`src/hdl/fpsf_defines.vh`:
```
// Constants shared by the floating-point status flag logic.
// Assumes opcodes arrive on a 3-bit select and flags leave as a 6-bit vector.
`ifndef FPSF_DEFINES_VH
`define FPSF_DEFINES_VH

// ----------------------------------------------------------------------
// Operation select codes
// ----------------------------------------------------------------------
`define FPSF_OP_R_PLUS_S      3'h0
`define FPSF_OP_R_MINUS_S     3'h1
`define FPSF_OP_R_TIMES_S     3'h2
`define FPSF_OP_TWO_MINUS_S   3'h3
`define FPSF_OP_INT_TO_FLOAT  3'h4
`define FPSF_OP_FLOAT_TO_INT  3'h5
`define FPSF_OP_IEEE_TO_ALT   3'h6
`define FPSF_OP_ALT_TO_IEEE   3'h7

// ----------------------------------------------------------------------
// Format mode select
// ----------------------------------------------------------------------
`define FPSF_MODE_ALT         1'h0
`define FPSF_MODE_IEEE        1'h1

// ----------------------------------------------------------------------
// Flag vector bit positions
// ----------------------------------------------------------------------
`define FPSF_FLAG_INV         0
`define FPSF_FLAG_OVF         1
`define FPSF_FLAG_UNF         2
`define FPSF_FLAG_INE         3
`define FPSF_FLAG_ZER         4
`define FPSF_FLAG_NAN         5
`define FPSF_FLAG_W           6

// ----------------------------------------------------------------------
// Condition vector bit positions (from the arithmetic datapath)
// ----------------------------------------------------------------------
`define FPSF_CND_INVALID      0
`define FPSF_CND_FINITE       1
`define FPSF_CND_OVF          2
`define FPSF_CND_TINY         3
`define FPSF_CND_INEXACT      4
`define FPSF_CND_ZERO         5
`define FPSF_CND_RES_NAN      6
`define FPSF_CND_IN_NAN       7
`define FPSF_CND_INT_RANGE    8
`define FPSF_CND_W            9

// ----------------------------------------------------------------------
// Reset values
// ----------------------------------------------------------------------
`define FPSF_FLAGS_RST        6'h00
`define FPSF_CND_RST          9'h000
`define FPSF_OP_RST           3'h0
`define FPSF_SYNC_RST         1'h1

`endif

```
`src/hdl/fpsf_flag_logic.v`:
```
// Status flag generation for a single-cycle 32-bit floating-point unit.
// Assumes the datapath reports result conditions on the same clock; the
// pass-through selects come from pins and are synchronised here.
`timescale 1ns/1ps
`include "fpsf_defines.vh"

module fpsf_flag_logic (
    // Clock and reset
    input  wire       CORE_CLK_IN,
    input  wire       RST_B_IN,
    // Operation select
    input  wire [2:0] OP_SEL_IN,
    input  wire       IEEE_MODE_IN,
    // Result conditions from the datapath
    input  wire       INVALID_CASE_IN,
    input  wire       FINITE_OPERANDS_IN,
    input  wire       RESULT_OVF_IN,
    input  wire       RESULT_TINY_IN,
    input  wire       RESULT_INEXACT_IN,
    input  wire       RESULT_ZERO_IN,
    input  wire       RESULT_NAN_IN,
    input  wire       INPUT_NAN_IN,
    input  wire       INT_RANGE_ERR_IN,
    // Register controls
    input  wire       INPUT_PASS_THROUGH_SEL_IN,
    input  wire       OUTPUT_PASS_THROUGH_SEL_IN,
    input  wire       INPUT_REG_EN_IN,
    input  wire       OUTPUT_REG_EN_IN,
    // Flags
    output wire       INVALID_OP_FLAG_OUT,
    output wire       RESULT_TOO_LARGE_FLAG_OUT,
    output wire       RESULT_TOO_SMALL_FLAG_OUT,
    output wire       ROUNDING_OCCURRED_FLAG_OUT,
    output wire       ZERO_RESULT_FLAG_OUT,
    output wire       NAN_FLAG_OUT
);

    // ------------------------------------------------------------------
    // Flag encoding
    // ------------------------------------------------------------------
    // Returns {nan, zer, ine, unf, ovf, inv}; earlier branches win.
    function [`FPSF_FLAG_W-1:0] flags_for;
        input [2:0]            op;
        input                  ieee;
        input [`FPSF_CND_W-1:0] c;
        reg                    arith4;
        reg                    arith3;
        reg                    nan_op;
        reg [`FPSF_FLAG_W-1:0] f;
        begin
            arith4 = (op <= `FPSF_OP_TWO_MINUS_S);
            arith3 = (op <= `FPSF_OP_R_TIMES_S);
            nan_op = arith4 || (op == `FPSF_OP_FLOAT_TO_INT);
            f      = `FPSF_FLAGS_RST;
            if (op == `FPSF_OP_IEEE_TO_ALT) begin
                if (c[`FPSF_CND_IN_NAN]) begin
                    f[`FPSF_FLAG_INV] = 1'b1;
                    f[`FPSF_FLAG_NAN] = 1'b1;
                end else if (c[`FPSF_CND_OVF]) begin
                    f[`FPSF_FLAG_OVF] = 1'b1;
                    f[`FPSF_FLAG_INE] = 1'b1;
                    f[`FPSF_FLAG_NAN] = 1'b1;
                end else if (c[`FPSF_CND_ZERO]) begin
                    f[`FPSF_FLAG_ZER] = 1'b1;
                    f[`FPSF_FLAG_UNF] = c[`FPSF_CND_TINY];
                    f[`FPSF_FLAG_INE] = c[`FPSF_CND_INEXACT];
                end else begin
                    f[`FPSF_FLAG_INE] = c[`FPSF_CND_INEXACT];
                end
            end else if (op == `FPSF_OP_ALT_TO_IEEE) begin
                if (c[`FPSF_CND_IN_NAN]) begin
                    f[`FPSF_FLAG_INV] = 1'b1;
                    f[`FPSF_FLAG_NAN] = 1'b1;
                end else if (c[`FPSF_CND_TINY]) begin
                    f[`FPSF_FLAG_UNF] = 1'b1;
                    f[`FPSF_FLAG_INE] = 1'b1;
                    f[`FPSF_FLAG_ZER] = 1'b1;
                end else if (c[`FPSF_CND_ZERO]) begin
                    f[`FPSF_FLAG_ZER] = 1'b1;
                    f[`FPSF_FLAG_INE] = c[`FPSF_CND_INEXACT];
                end else begin
                    f[`FPSF_FLAG_INE] = c[`FPSF_CND_INEXACT];
                end
            end else if (ieee) begin
                if (c[`FPSF_CND_INVALID]) begin
                    f[`FPSF_FLAG_INV] = 1'b1;
                    f[`FPSF_FLAG_NAN] = 1'b1;
                end else if (arith4 && c[`FPSF_CND_FINITE] && c[`FPSF_CND_OVF]) begin
                    f[`FPSF_FLAG_OVF] = 1'b1;
                    f[`FPSF_FLAG_INE] = 1'b1;
                end else if (arith3 && c[`FPSF_CND_TINY]) begin
                    f[`FPSF_FLAG_UNF] = 1'b1;
                    f[`FPSF_FLAG_INE] = 1'b1;
                    f[`FPSF_FLAG_ZER] = 1'b1;
                end else if (nan_op && c[`FPSF_CND_RES_NAN]) begin
                    f[`FPSF_FLAG_NAN] = 1'b1;
                end else if (c[`FPSF_CND_ZERO]) begin
                    f[`FPSF_FLAG_ZER] = 1'b1;
                    f[`FPSF_FLAG_UNF] = c[`FPSF_CND_TINY];
                    f[`FPSF_FLAG_INE] = c[`FPSF_CND_INEXACT];
                end else if (c[`FPSF_CND_INEXACT]) begin
                    f[`FPSF_FLAG_INE] = 1'b1;
                    f[`FPSF_FLAG_OVF] = c[`FPSF_CND_OVF];
                    f[`FPSF_FLAG_UNF] = c[`FPSF_CND_TINY];
                end
            end else begin
                if ((op == `FPSF_OP_FLOAT_TO_INT) && c[`FPSF_CND_IN_NAN]) begin
                    f[`FPSF_FLAG_INV] = 1'b1;
                    f[`FPSF_FLAG_NAN] = 1'b1;
                end else if ((op == `FPSF_OP_FLOAT_TO_INT) && c[`FPSF_CND_INT_RANGE]) begin
                    f[`FPSF_FLAG_INV] = 1'b1;
                    f[`FPSF_FLAG_NAN] = 1'b1;
                end else if (arith4 && c[`FPSF_CND_OVF]) begin
                    f[`FPSF_FLAG_OVF] = 1'b1;
                    f[`FPSF_FLAG_INE] = 1'b1;
                    f[`FPSF_FLAG_NAN] = 1'b1;
                end else if (arith3 && c[`FPSF_CND_TINY]) begin
                    f[`FPSF_FLAG_UNF] = 1'b1;
                    f[`FPSF_FLAG_INE] = 1'b1;
                    f[`FPSF_FLAG_ZER] = 1'b1;
                end else if (nan_op && c[`FPSF_CND_RES_NAN]) begin
                    // Invalid and overflow are reported as the datapath saw them
                    f[`FPSF_FLAG_NAN] = 1'b1;
                    f[`FPSF_FLAG_INV] = c[`FPSF_CND_INVALID];
                    f[`FPSF_FLAG_OVF] = c[`FPSF_CND_OVF];
                end else if (c[`FPSF_CND_ZERO]) begin
                    f[`FPSF_FLAG_ZER] = 1'b1;
                    f[`FPSF_FLAG_UNF] = c[`FPSF_CND_TINY];
                    f[`FPSF_FLAG_INE] = c[`FPSF_CND_INEXACT];
                end else if (c[`FPSF_CND_INEXACT]) begin
                    f[`FPSF_FLAG_INE] = 1'b1;
                    f[`FPSF_FLAG_OVF] = c[`FPSF_CND_OVF];
                    f[`FPSF_FLAG_UNF] = c[`FPSF_CND_TINY];
                end
            end
            flags_for = f;
        end
    endfunction

    // ------------------------------------------------------------------
    // Pass-through select synchronisers
    // ------------------------------------------------------------------
    wire [1:0] pt_sync;

    fpsf_sync2 #(
        .WIDTH    (2)
    ) u_pt_sync (
        .clk_in   (CORE_CLK_IN),
        .rst_b_in (RST_B_IN),
        .async_in ({OUTPUT_PASS_THROUGH_SEL_IN, INPUT_PASS_THROUGH_SEL_IN}),
        .sync_out (pt_sync)
    );

    wire in_pt  = pt_sync[0];
    wire out_pt = pt_sync[1];

    // ------------------------------------------------------------------
    // Input stage
    // ------------------------------------------------------------------
    wire [`FPSF_CND_W-1:0] cnd_live = {INT_RANGE_ERR_IN, INPUT_NAN_IN, RESULT_NAN_IN,
                                       RESULT_ZERO_IN, RESULT_INEXACT_IN, RESULT_TINY_IN,
                                       RESULT_OVF_IN, FINITE_OPERANDS_IN, INVALID_CASE_IN};

    reg [`FPSF_CND_W-1:0] cnd_r;
    reg [2:0]             op_r;
    reg                   mode_r;

    // Held contents are used only when the input stage is not transparent
    always @(posedge CORE_CLK_IN or negedge RST_B_IN) begin
        if (!RST_B_IN) begin
            cnd_r  <= `FPSF_CND_RST;
            op_r   <= `FPSF_OP_RST;
            mode_r <= `FPSF_MODE_IEEE;
        end else if (INPUT_REG_EN_IN) begin
            cnd_r  <= cnd_live;
            op_r   <= OP_SEL_IN;
            mode_r <= IEEE_MODE_IN;
        end
    end

    // Clocked mode is kept for completeness but is not the qualified use
    wire [`FPSF_CND_W-1:0] cnd_use  = in_pt ? cnd_live : cnd_r;
    wire [2:0]             op_use   = in_pt ? OP_SEL_IN : op_r;
    wire                   mode_use = in_pt ? IEEE_MODE_IN : mode_r;

    // ------------------------------------------------------------------
    // Output stage
    // ------------------------------------------------------------------
    wire [`FPSF_FLAG_W-1:0] flags_nxt = flags_for(op_use, mode_use, cnd_use);
    reg  [`FPSF_FLAG_W-1:0] flags_r;

    // Flags stay registered even when transparent, so they settle one clock late
    always @(posedge CORE_CLK_IN or negedge RST_B_IN) begin
        if (!RST_B_IN) begin
            flags_r <= `FPSF_FLAGS_RST;
        end else if (out_pt || OUTPUT_REG_EN_IN) begin
            flags_r <= flags_nxt;
        end
    end

    assign INVALID_OP_FLAG_OUT        = flags_r[`FPSF_FLAG_INV];
    assign RESULT_TOO_LARGE_FLAG_OUT  = flags_r[`FPSF_FLAG_OVF];
    assign RESULT_TOO_SMALL_FLAG_OUT  = flags_r[`FPSF_FLAG_UNF];
    assign ROUNDING_OCCURRED_FLAG_OUT = flags_r[`FPSF_FLAG_INE];
    assign ZERO_RESULT_FLAG_OUT       = flags_r[`FPSF_FLAG_ZER];
    assign NAN_FLAG_OUT               = flags_r[`FPSF_FLAG_NAN];

endmodule // fpsf_flag_logic

```
`src/hdl/fpsf_sync2.v`:
```
// Two-flop synchroniser for a group of level inputs.
// Assumes each bit is a slow level; no relation between bits is kept.
`timescale 1ns/1ps
`include "fpsf_defines.vh"

module fpsf_sync2 #(
    parameter WIDTH = 2
) (
    // Clock and reset
    input  wire             clk_in,
    input  wire             rst_b_in,
    // Levels
    input  wire [WIDTH-1:0] async_in,
    output wire [WIDTH-1:0] sync_out
);

    genvar g;
    generate
        for (g = 0; g < WIDTH; g = g + 1) begin : g_bit
            // Per-bit flops, so each variable has a single process driving it
            reg meta_r;
            reg hold_r;

            // Resets high so the unit starts in pass-through
            always @(posedge clk_in or negedge rst_b_in) begin
                if (!rst_b_in) begin
                    meta_r <= `FPSF_SYNC_RST;
                    hold_r <= `FPSF_SYNC_RST;
                end else begin
                    meta_r <= async_in[g];
                    hold_r <= meta_r;
                end
            end

            assign sync_out[g] = hold_r;
        end
    endgenerate

endmodule // fpsf_sync2

```
`config.mk`:
```
export PLATFORM = sky130hd
export DESIGN_NAME = fpsf_flag_logic
export DESIGN_NICKNAME = d
export VERILOG_FILES = /design/src/hdl/fpsf_flag_logic.v /design/src/hdl/fpsf_sync2.v
export VERILOG_INCLUDE_DIRS = /design/src /design/src/hdl
export SDC_FILE = /design/constraint.sdc
export NUM_CORES = 1
export LEC_CHECK = 0
export BUFFER_PORTS_ARGS = -buffer_cell sky130_fd_sc_hd__buf_2
export CAP_MARGIN = 20
export CORE_MARGIN = 2
export CORE_UTILIZATION = 40
export DETAILED_ROUTE_END_ITERATION = 6
export PLACE_DENSITY_LB_ADDON = 0.25
export SYNTH_ARGS = -nofsm -noshare
export SYNTH_HDL_FRONTEND = slang
export SYNTH_SLANG_ARGS = --single-unit
```
`constraint.sdc`:
```
create_clock -name CORE_CLK_IN -period 2.51 [get_ports CORE_CLK_IN]
set_clock_uncertainty 0.1 [all_clocks]
set_input_delay 0.3765 -clock CORE_CLK_IN [delete_from_list [all_inputs] [get_ports CORE_CLK_IN]]
set_output_delay 0.3765 -clock CORE_CLK_IN [all_outputs]
set_load 0.01 [all_outputs]
```
Word-level counts from Yosys, hierarchy flattened
Cells that the tools add are included.
W data, S select, Z words.
{"block": "totals", "register_bits": 23, "in_bits": 19, "out_inout_bits": 6}
{"block": "classes", "magnitude_cmp": 2, "eq_ne": 3, "mux": 68, "reduce_logical": 9}
{"operator": "$mux W4", "count": 12}
{"operator": "$mux W3", "count": 14}
{"operator": "$mux W1", "count": 34}
{"operator": "$mux W6", "count": 2}
{"operator": "$mux W2", "count": 5}
{"operator": "$eq A3 B3 Y1 const B", "count": 3}
{"operator": "$mux W9", "count": 1}
{"operator": "$logic_and A1 B1 Y1", "count": 7}
{"operator": "$le A3 B2 Y1 const B", "count": 2}
{"operator": "$logic_or A1 B1 Y1", "count": 2}

Depth between registers and ports, before layout
{"block": "depth", "depth_word": 25, "mapped_depth": 7}

Hierarchy
A second synthesis with hierarchy kept.
{"block": "hier_totals", "hier_cells": 148, "hier_area_um2": 1395.1}
{"module": "fpsf_flag_logic", "instances": 1, "cells_per_inst": 142, "area_each_um2": 1275.0}
{"module": "fpsf_sync2", "instances": 1, "cells_per_inst": 6, "area_each_um2": 120.1}

Worst setup path before layout
No wires, ideal clock.
{"block": "synth_timing", "path_type": "register to register", "from": "register u_pt_sync.g_bit[0].hold_r", "to": "register flags_r[1]", "t_arrival_ns": 1.662, "path_slack_ns": 0.656, "stages_incl_launch_ff": 7, "n_path_buf": 2, "synth_period_minus_slack_ns": 1.854, "cell_sequence": "dfstp_2 -> buf_6 -> buf_8 -> mux2i_4 -> o21ai_2 -> o41a_1 -> o31ai_2"}
{"block": "synth_via", "elab_chain_len": 24}
{"element": "from (decl)", "line_no": "fpsf_sync2.v:22", "rtl": "reg hold_r;"}
{"element": "from (signal assigned)", "line_no": "fpsf_sync2.v:28", "rtl": "hold_r <= `FPSF_SYNC_RST;"}
{"element": "from (signal assigned)", "line_no": "fpsf_sync2.v:31", "rtl": "hold_r <= meta_r;"}
{"element": "$mux W9", "line_no": "fpsf_flag_logic.v:182", "rtl": "wire [`FPSF_CND_W-1:0] cnd_use = in_pt ? cnd_live : cnd_r;"}
{"element": "$mux W3", "line_no": "fpsf_flag_logic.v:101, fpsf_flag_logic.v:130"}
{"element": "$mux W3 (8 in series)"}
{"element": "$mux W1", "line_no": "fpsf_flag_logic.v:97, fpsf_flag_logic.v:126"}
{"element": "$mux W4", "line_no": "fpsf_flag_logic.v:95", "rtl": "end else if (nan_op && c[`FPSF_CND_RES_NAN]) begin"}
{"element": "$mux W4", "line_no": "fpsf_flag_logic.v:91", "rtl": "end else if (arith3 && c[`FPSF_CND_TINY]) begin"}
{"element": "$mux W4", "line_no": "fpsf_flag_logic.v:88", "rtl": "end else if (arith4 && c[`FPSF_CND_FINITE] && c[`FPSF_CND_OVF]) begin"}
{"element": "$mux W4", "line_no": "fpsf_flag_logic.v:85", "rtl": "if (c[`FPSF_CND_INVALID]) begin"}
{"element": "$mux W4", "line_no": "fpsf_flag_logic.v:84", "rtl": "end else if (ieee) begin"}
{"element": "$mux W4", "line_no": "fpsf_flag_logic.v:70", "rtl": "end else if (op == `FPSF_OP_ALT_TO_IEEE) begin"}
{"element": "$mux W4", "line_no": "fpsf_flag_logic.v:55", "rtl": "if (op == `FPSF_OP_IEEE_TO_ALT) begin"}
{"element": "$mux W1", "line_no": "fpsf_flag_logic.v:91"}
{"element": "$mux W1", "line_no": "fpsf_flag_logic.v:88"}
{"element": "$mux W4", "line_no": "fpsf_flag_logic.v:85"}
{"element": "$mux W6", "line_no": "fpsf_flag_logic.v:84"}
{"element": "$mux W1", "line_no": "fpsf_flag_logic.v:70"}
{"element": "$mux W6 (*)", "line_no": "fpsf_flag_logic.v:55"}
{"element": "to (signal assigned)", "line_no": "fpsf_flag_logic.v:195", "rtl": "flags_r <= `FPSF_FLAGS_RST;"}
{"element": "to (signal assigned)", "line_no": "fpsf_flag_logic.v:197", "rtl": "flags_r <= flags_nxt;"}
{"element": "to (decl)", "line_no": "fpsf_flag_logic.v:190", "rtl": "reg [`FPSF_FLAG_W-1:0] flags_r;"}
Every way passes the cells marked *; elsewhere a longest branch is shown, timed or not. The select of a mux whose other input is x is not followed.
A chain may end at the register's enable or synchronous reset.

Worst setup path after layout
Ends and elaborated chain as after synthesis.

==> impl_metrics.json <==
{
  "dieArea_um2": 4150,
  "synth.largest_area_cell": "dfrtp_1",
  "leakagePower_nw": 0.666,
  "first_iter_violations": 75,
  "finalHoldViolCount": 0,
  "clk_latency_ns": 0.32,
  "avgRoutedWirePerCell_um": 16.2,
  "grt-ovfl-total": 0,
  "cts_tree": "done",
  "async_reset_ff_share_pct": 100,
  "status": "finished, final reports clean",
  "io_buffers": 24,
  "finalPower_w": 0.000871,
  "postSynthAreaPerCell_um2": 10.1,
  "cts.root.buffer_cell": "clkbuf_4",
  "areaGrowthSynthToFinish_pct": 11.7,
  "cap_viol_max_count": 0,
  "cts.path.max_buffers": 2,
  "drc": 0,
  "antenna_found_initial": 0,
  "core_area_um2": 3420,
  "ys.flop_type": "dfrtp_1",
  "row_count": 21,
  "grt_pass1_vias": 1186,
  "utilization_pct": 47.8,
  "period_minus_slack_ns": 2.30,
  "cts_max_level": 1,
  "via_per_inst": 5.68,
  "crit_required_ns": 2.64,
  "synth_edf_count": 0,
  "grtUsageTotal_pct": 18.1,
  "drt_wl_total_mm": 3.47,
  "hold_path_depth": 1,
  "worstMarginPinSlew_ns": 0.569,
  "rsz0062_at_grt": "false",
  "ctsResizeCount": 0,
  "cp_max_fo": 29,
  "grt_max_degree": 30,
  "antenna_cells": 0,
  "cts.sinks": 23,
  "synth_top_area_share_pct": 30.8,
  "gp_congestion": 0.929,
  "ys_seq_area_share_pct": 39.8,
  "final_nets": 188,
  "final_common_cell": "buf_2",
  "synth_seq_cells": 23,
  "p_per_area_nw_per_um2": 534,
  "start_util_pct": 42.7,
  "met1_usage_pct": 25.0,
  "hold_class": "primary input to register",
  "syn-num-nets": 164,
  "grt_pass1_wl_mm": 5.76,
  "start_kind": "register",
  "final-max-slew-violation-count": 0,
  "hold_buffers": 1,
  "post_cts_buffers": 0,
  "layout-drive-gt1-share_pct": 35.7,
  "yosys_warnings": 0,
  "die_h_um": 64.4,
  "crit_arrival_ns": 2.43,
  "most-common-layout-cells": "buf_2 (24), dfrtp_1 (18), mux2_2 (15)",
  "yosysUniqueCellTypes": 45,
  "dr.pass1.iters": 6,
  "use_met2_pct": 29.8,
  "finalSetupViolations": 0,
  "dieWidth_um": 64.4,
  "num_vias": 1216,
  "ir_drop_mv": 0.230,
  "fillers": 336,
  "maxSlewHeadroom_pct": 62.1,
  "use_met3_pct": 2.26,
  "numCtsBuffers": 3,
  "reg2regPathDepth": 4,
  "num_io_pins": 25,
  "dp_hpwl_mm": 2.68,
  "path_clk_slew_ns": 0.13,
  "synth_area_um2": 1460,
  "grt.busiest_layer": "met2",
  "syn_inst": 145,
  "critPathCaptureType": "register",
  "yosys-top-cells-area": "dfrtp_1 (31%), mux2_2 (12%), dfstp_2 (9.0%)",
  "tns_ns": 0,
  "ant_nets": 0,
  "crit_type": "register to register",
  "clock.fmax_mhz": 435,
  "finalCritPeriodShare_pct": 91.6
}
==> synth_stat cells, types with 2 or more instances <==
master and instances:
dfrtp_1 18, mux2_2 15, nand2_1 11, o21ai_0 9
a21oi_1 8, nand2b_1 8, nor2_1 8, dfstp_2 5
inv_1 5, nand3_1 4, a31oi_1 3, clkbuf_1 3
mux2i_1 3, nor2b_1 3, o22ai_1 3, o32ai_1 3
a211oi_1 2, a31oi_2 2, nand3b_1 2, nor3_1 2
nor3b_1 2, o21a_1 2, o311ai_0 2
==> cell families after synthesis <==
group	share of synthesized area (%)
AOI/OAI and AO/OA	24.1
and+or+nand+nor	15.8
DFF	39.8
muxes	16.1
buffers and inverters	4.20
==> routing by layer <==
metal,up-vias,share of wire [%]
met4,0,1.3
met2,43,47
met1,578,48
met5,-,0
met3,5,4.5
li1,590,-
==> final cells by class <==
type / instances / area (um2) / share of cell area [%]
Multi-Input combinational cell: 111 / 817 / 50.1
Tap cell: 46 / 57.6 / 3.53
Timing Repair Buffer: 25 / 130 / 7.98
Inverter: 5 / 18.8 / 1.15
Clock buffer: 4 / 26.3 / 1.61
Sequential cell: 23 / 582 / 35.7
==> final timing paths <==
path	from	end	slack [ns]
max	u_pt_sync.g_bit[0].hold_r	flags_r[1]	0.21
min	INPUT_PASS_THROUGH_SEL_IN	u_pt_sync.g_bit[0].meta_r	0.04
max reg2reg	u_pt_sync.g_bit[0].hold_r	flags_r[1]	0.21
min reg2reg	u_pt_sync.g_bit[0].meta_r	u_pt_sync.g_bit[0].hold_r	0.27
max in group asynchronous	RST_B_IN	u_pt_sync.g_bit[1].meta_r	1.49
min in group asynchronous	RST_B_IN	cnd_r[1]	0.44
==> where the power goes <==
group / internal, W / total [W] / switching [W]
Clock: 0.0000622 / 0.000175 / 0.000113
Combinational: 0.000112 / 0.000242 / 0.000130
Sequential: 0.000416 / 0.000454 / 0.0000376
==> per-stage QoR <==
| stage | worst slack [ns] | hold WS, ns | cells | instance area, um2 |
|---|---|---|---|---|
| floorplan | 0.656 | -0.0191 | 145 | 1460 |
| global placement | 0.326 | 0.246 | 209 | 1600 |
| detailed placement | 0.252 | 0.248 | 209 | 1600 |
| CTS | 0.226 | 0.0298 | 214 | 1630 |
| global route | 0.0190 | 0.0201 | 214 | 1630 |
| finish | 0.211 | 0.0383 | 214 | 1630 |
==> flip-flops by register name, summed over array words and instances, names as in the netlist <==
signal / flops
u_pt_sync.g_bit.meta_r: 2
u_pt_sync.g_bit.hold_r: 2
mode_r: 1
op_r: 3
cnd_r: 9
flags_r: 6
==> critical path: stages (launching register included) <==
cell and delay [ns]:
dfstp_2 0.92, mux2i_2 0.48, o21ai_2 0.10, o41a_1 0.39, o31ai_2 0.21
No activity file was read; power rests on OpenSTA's default activity.
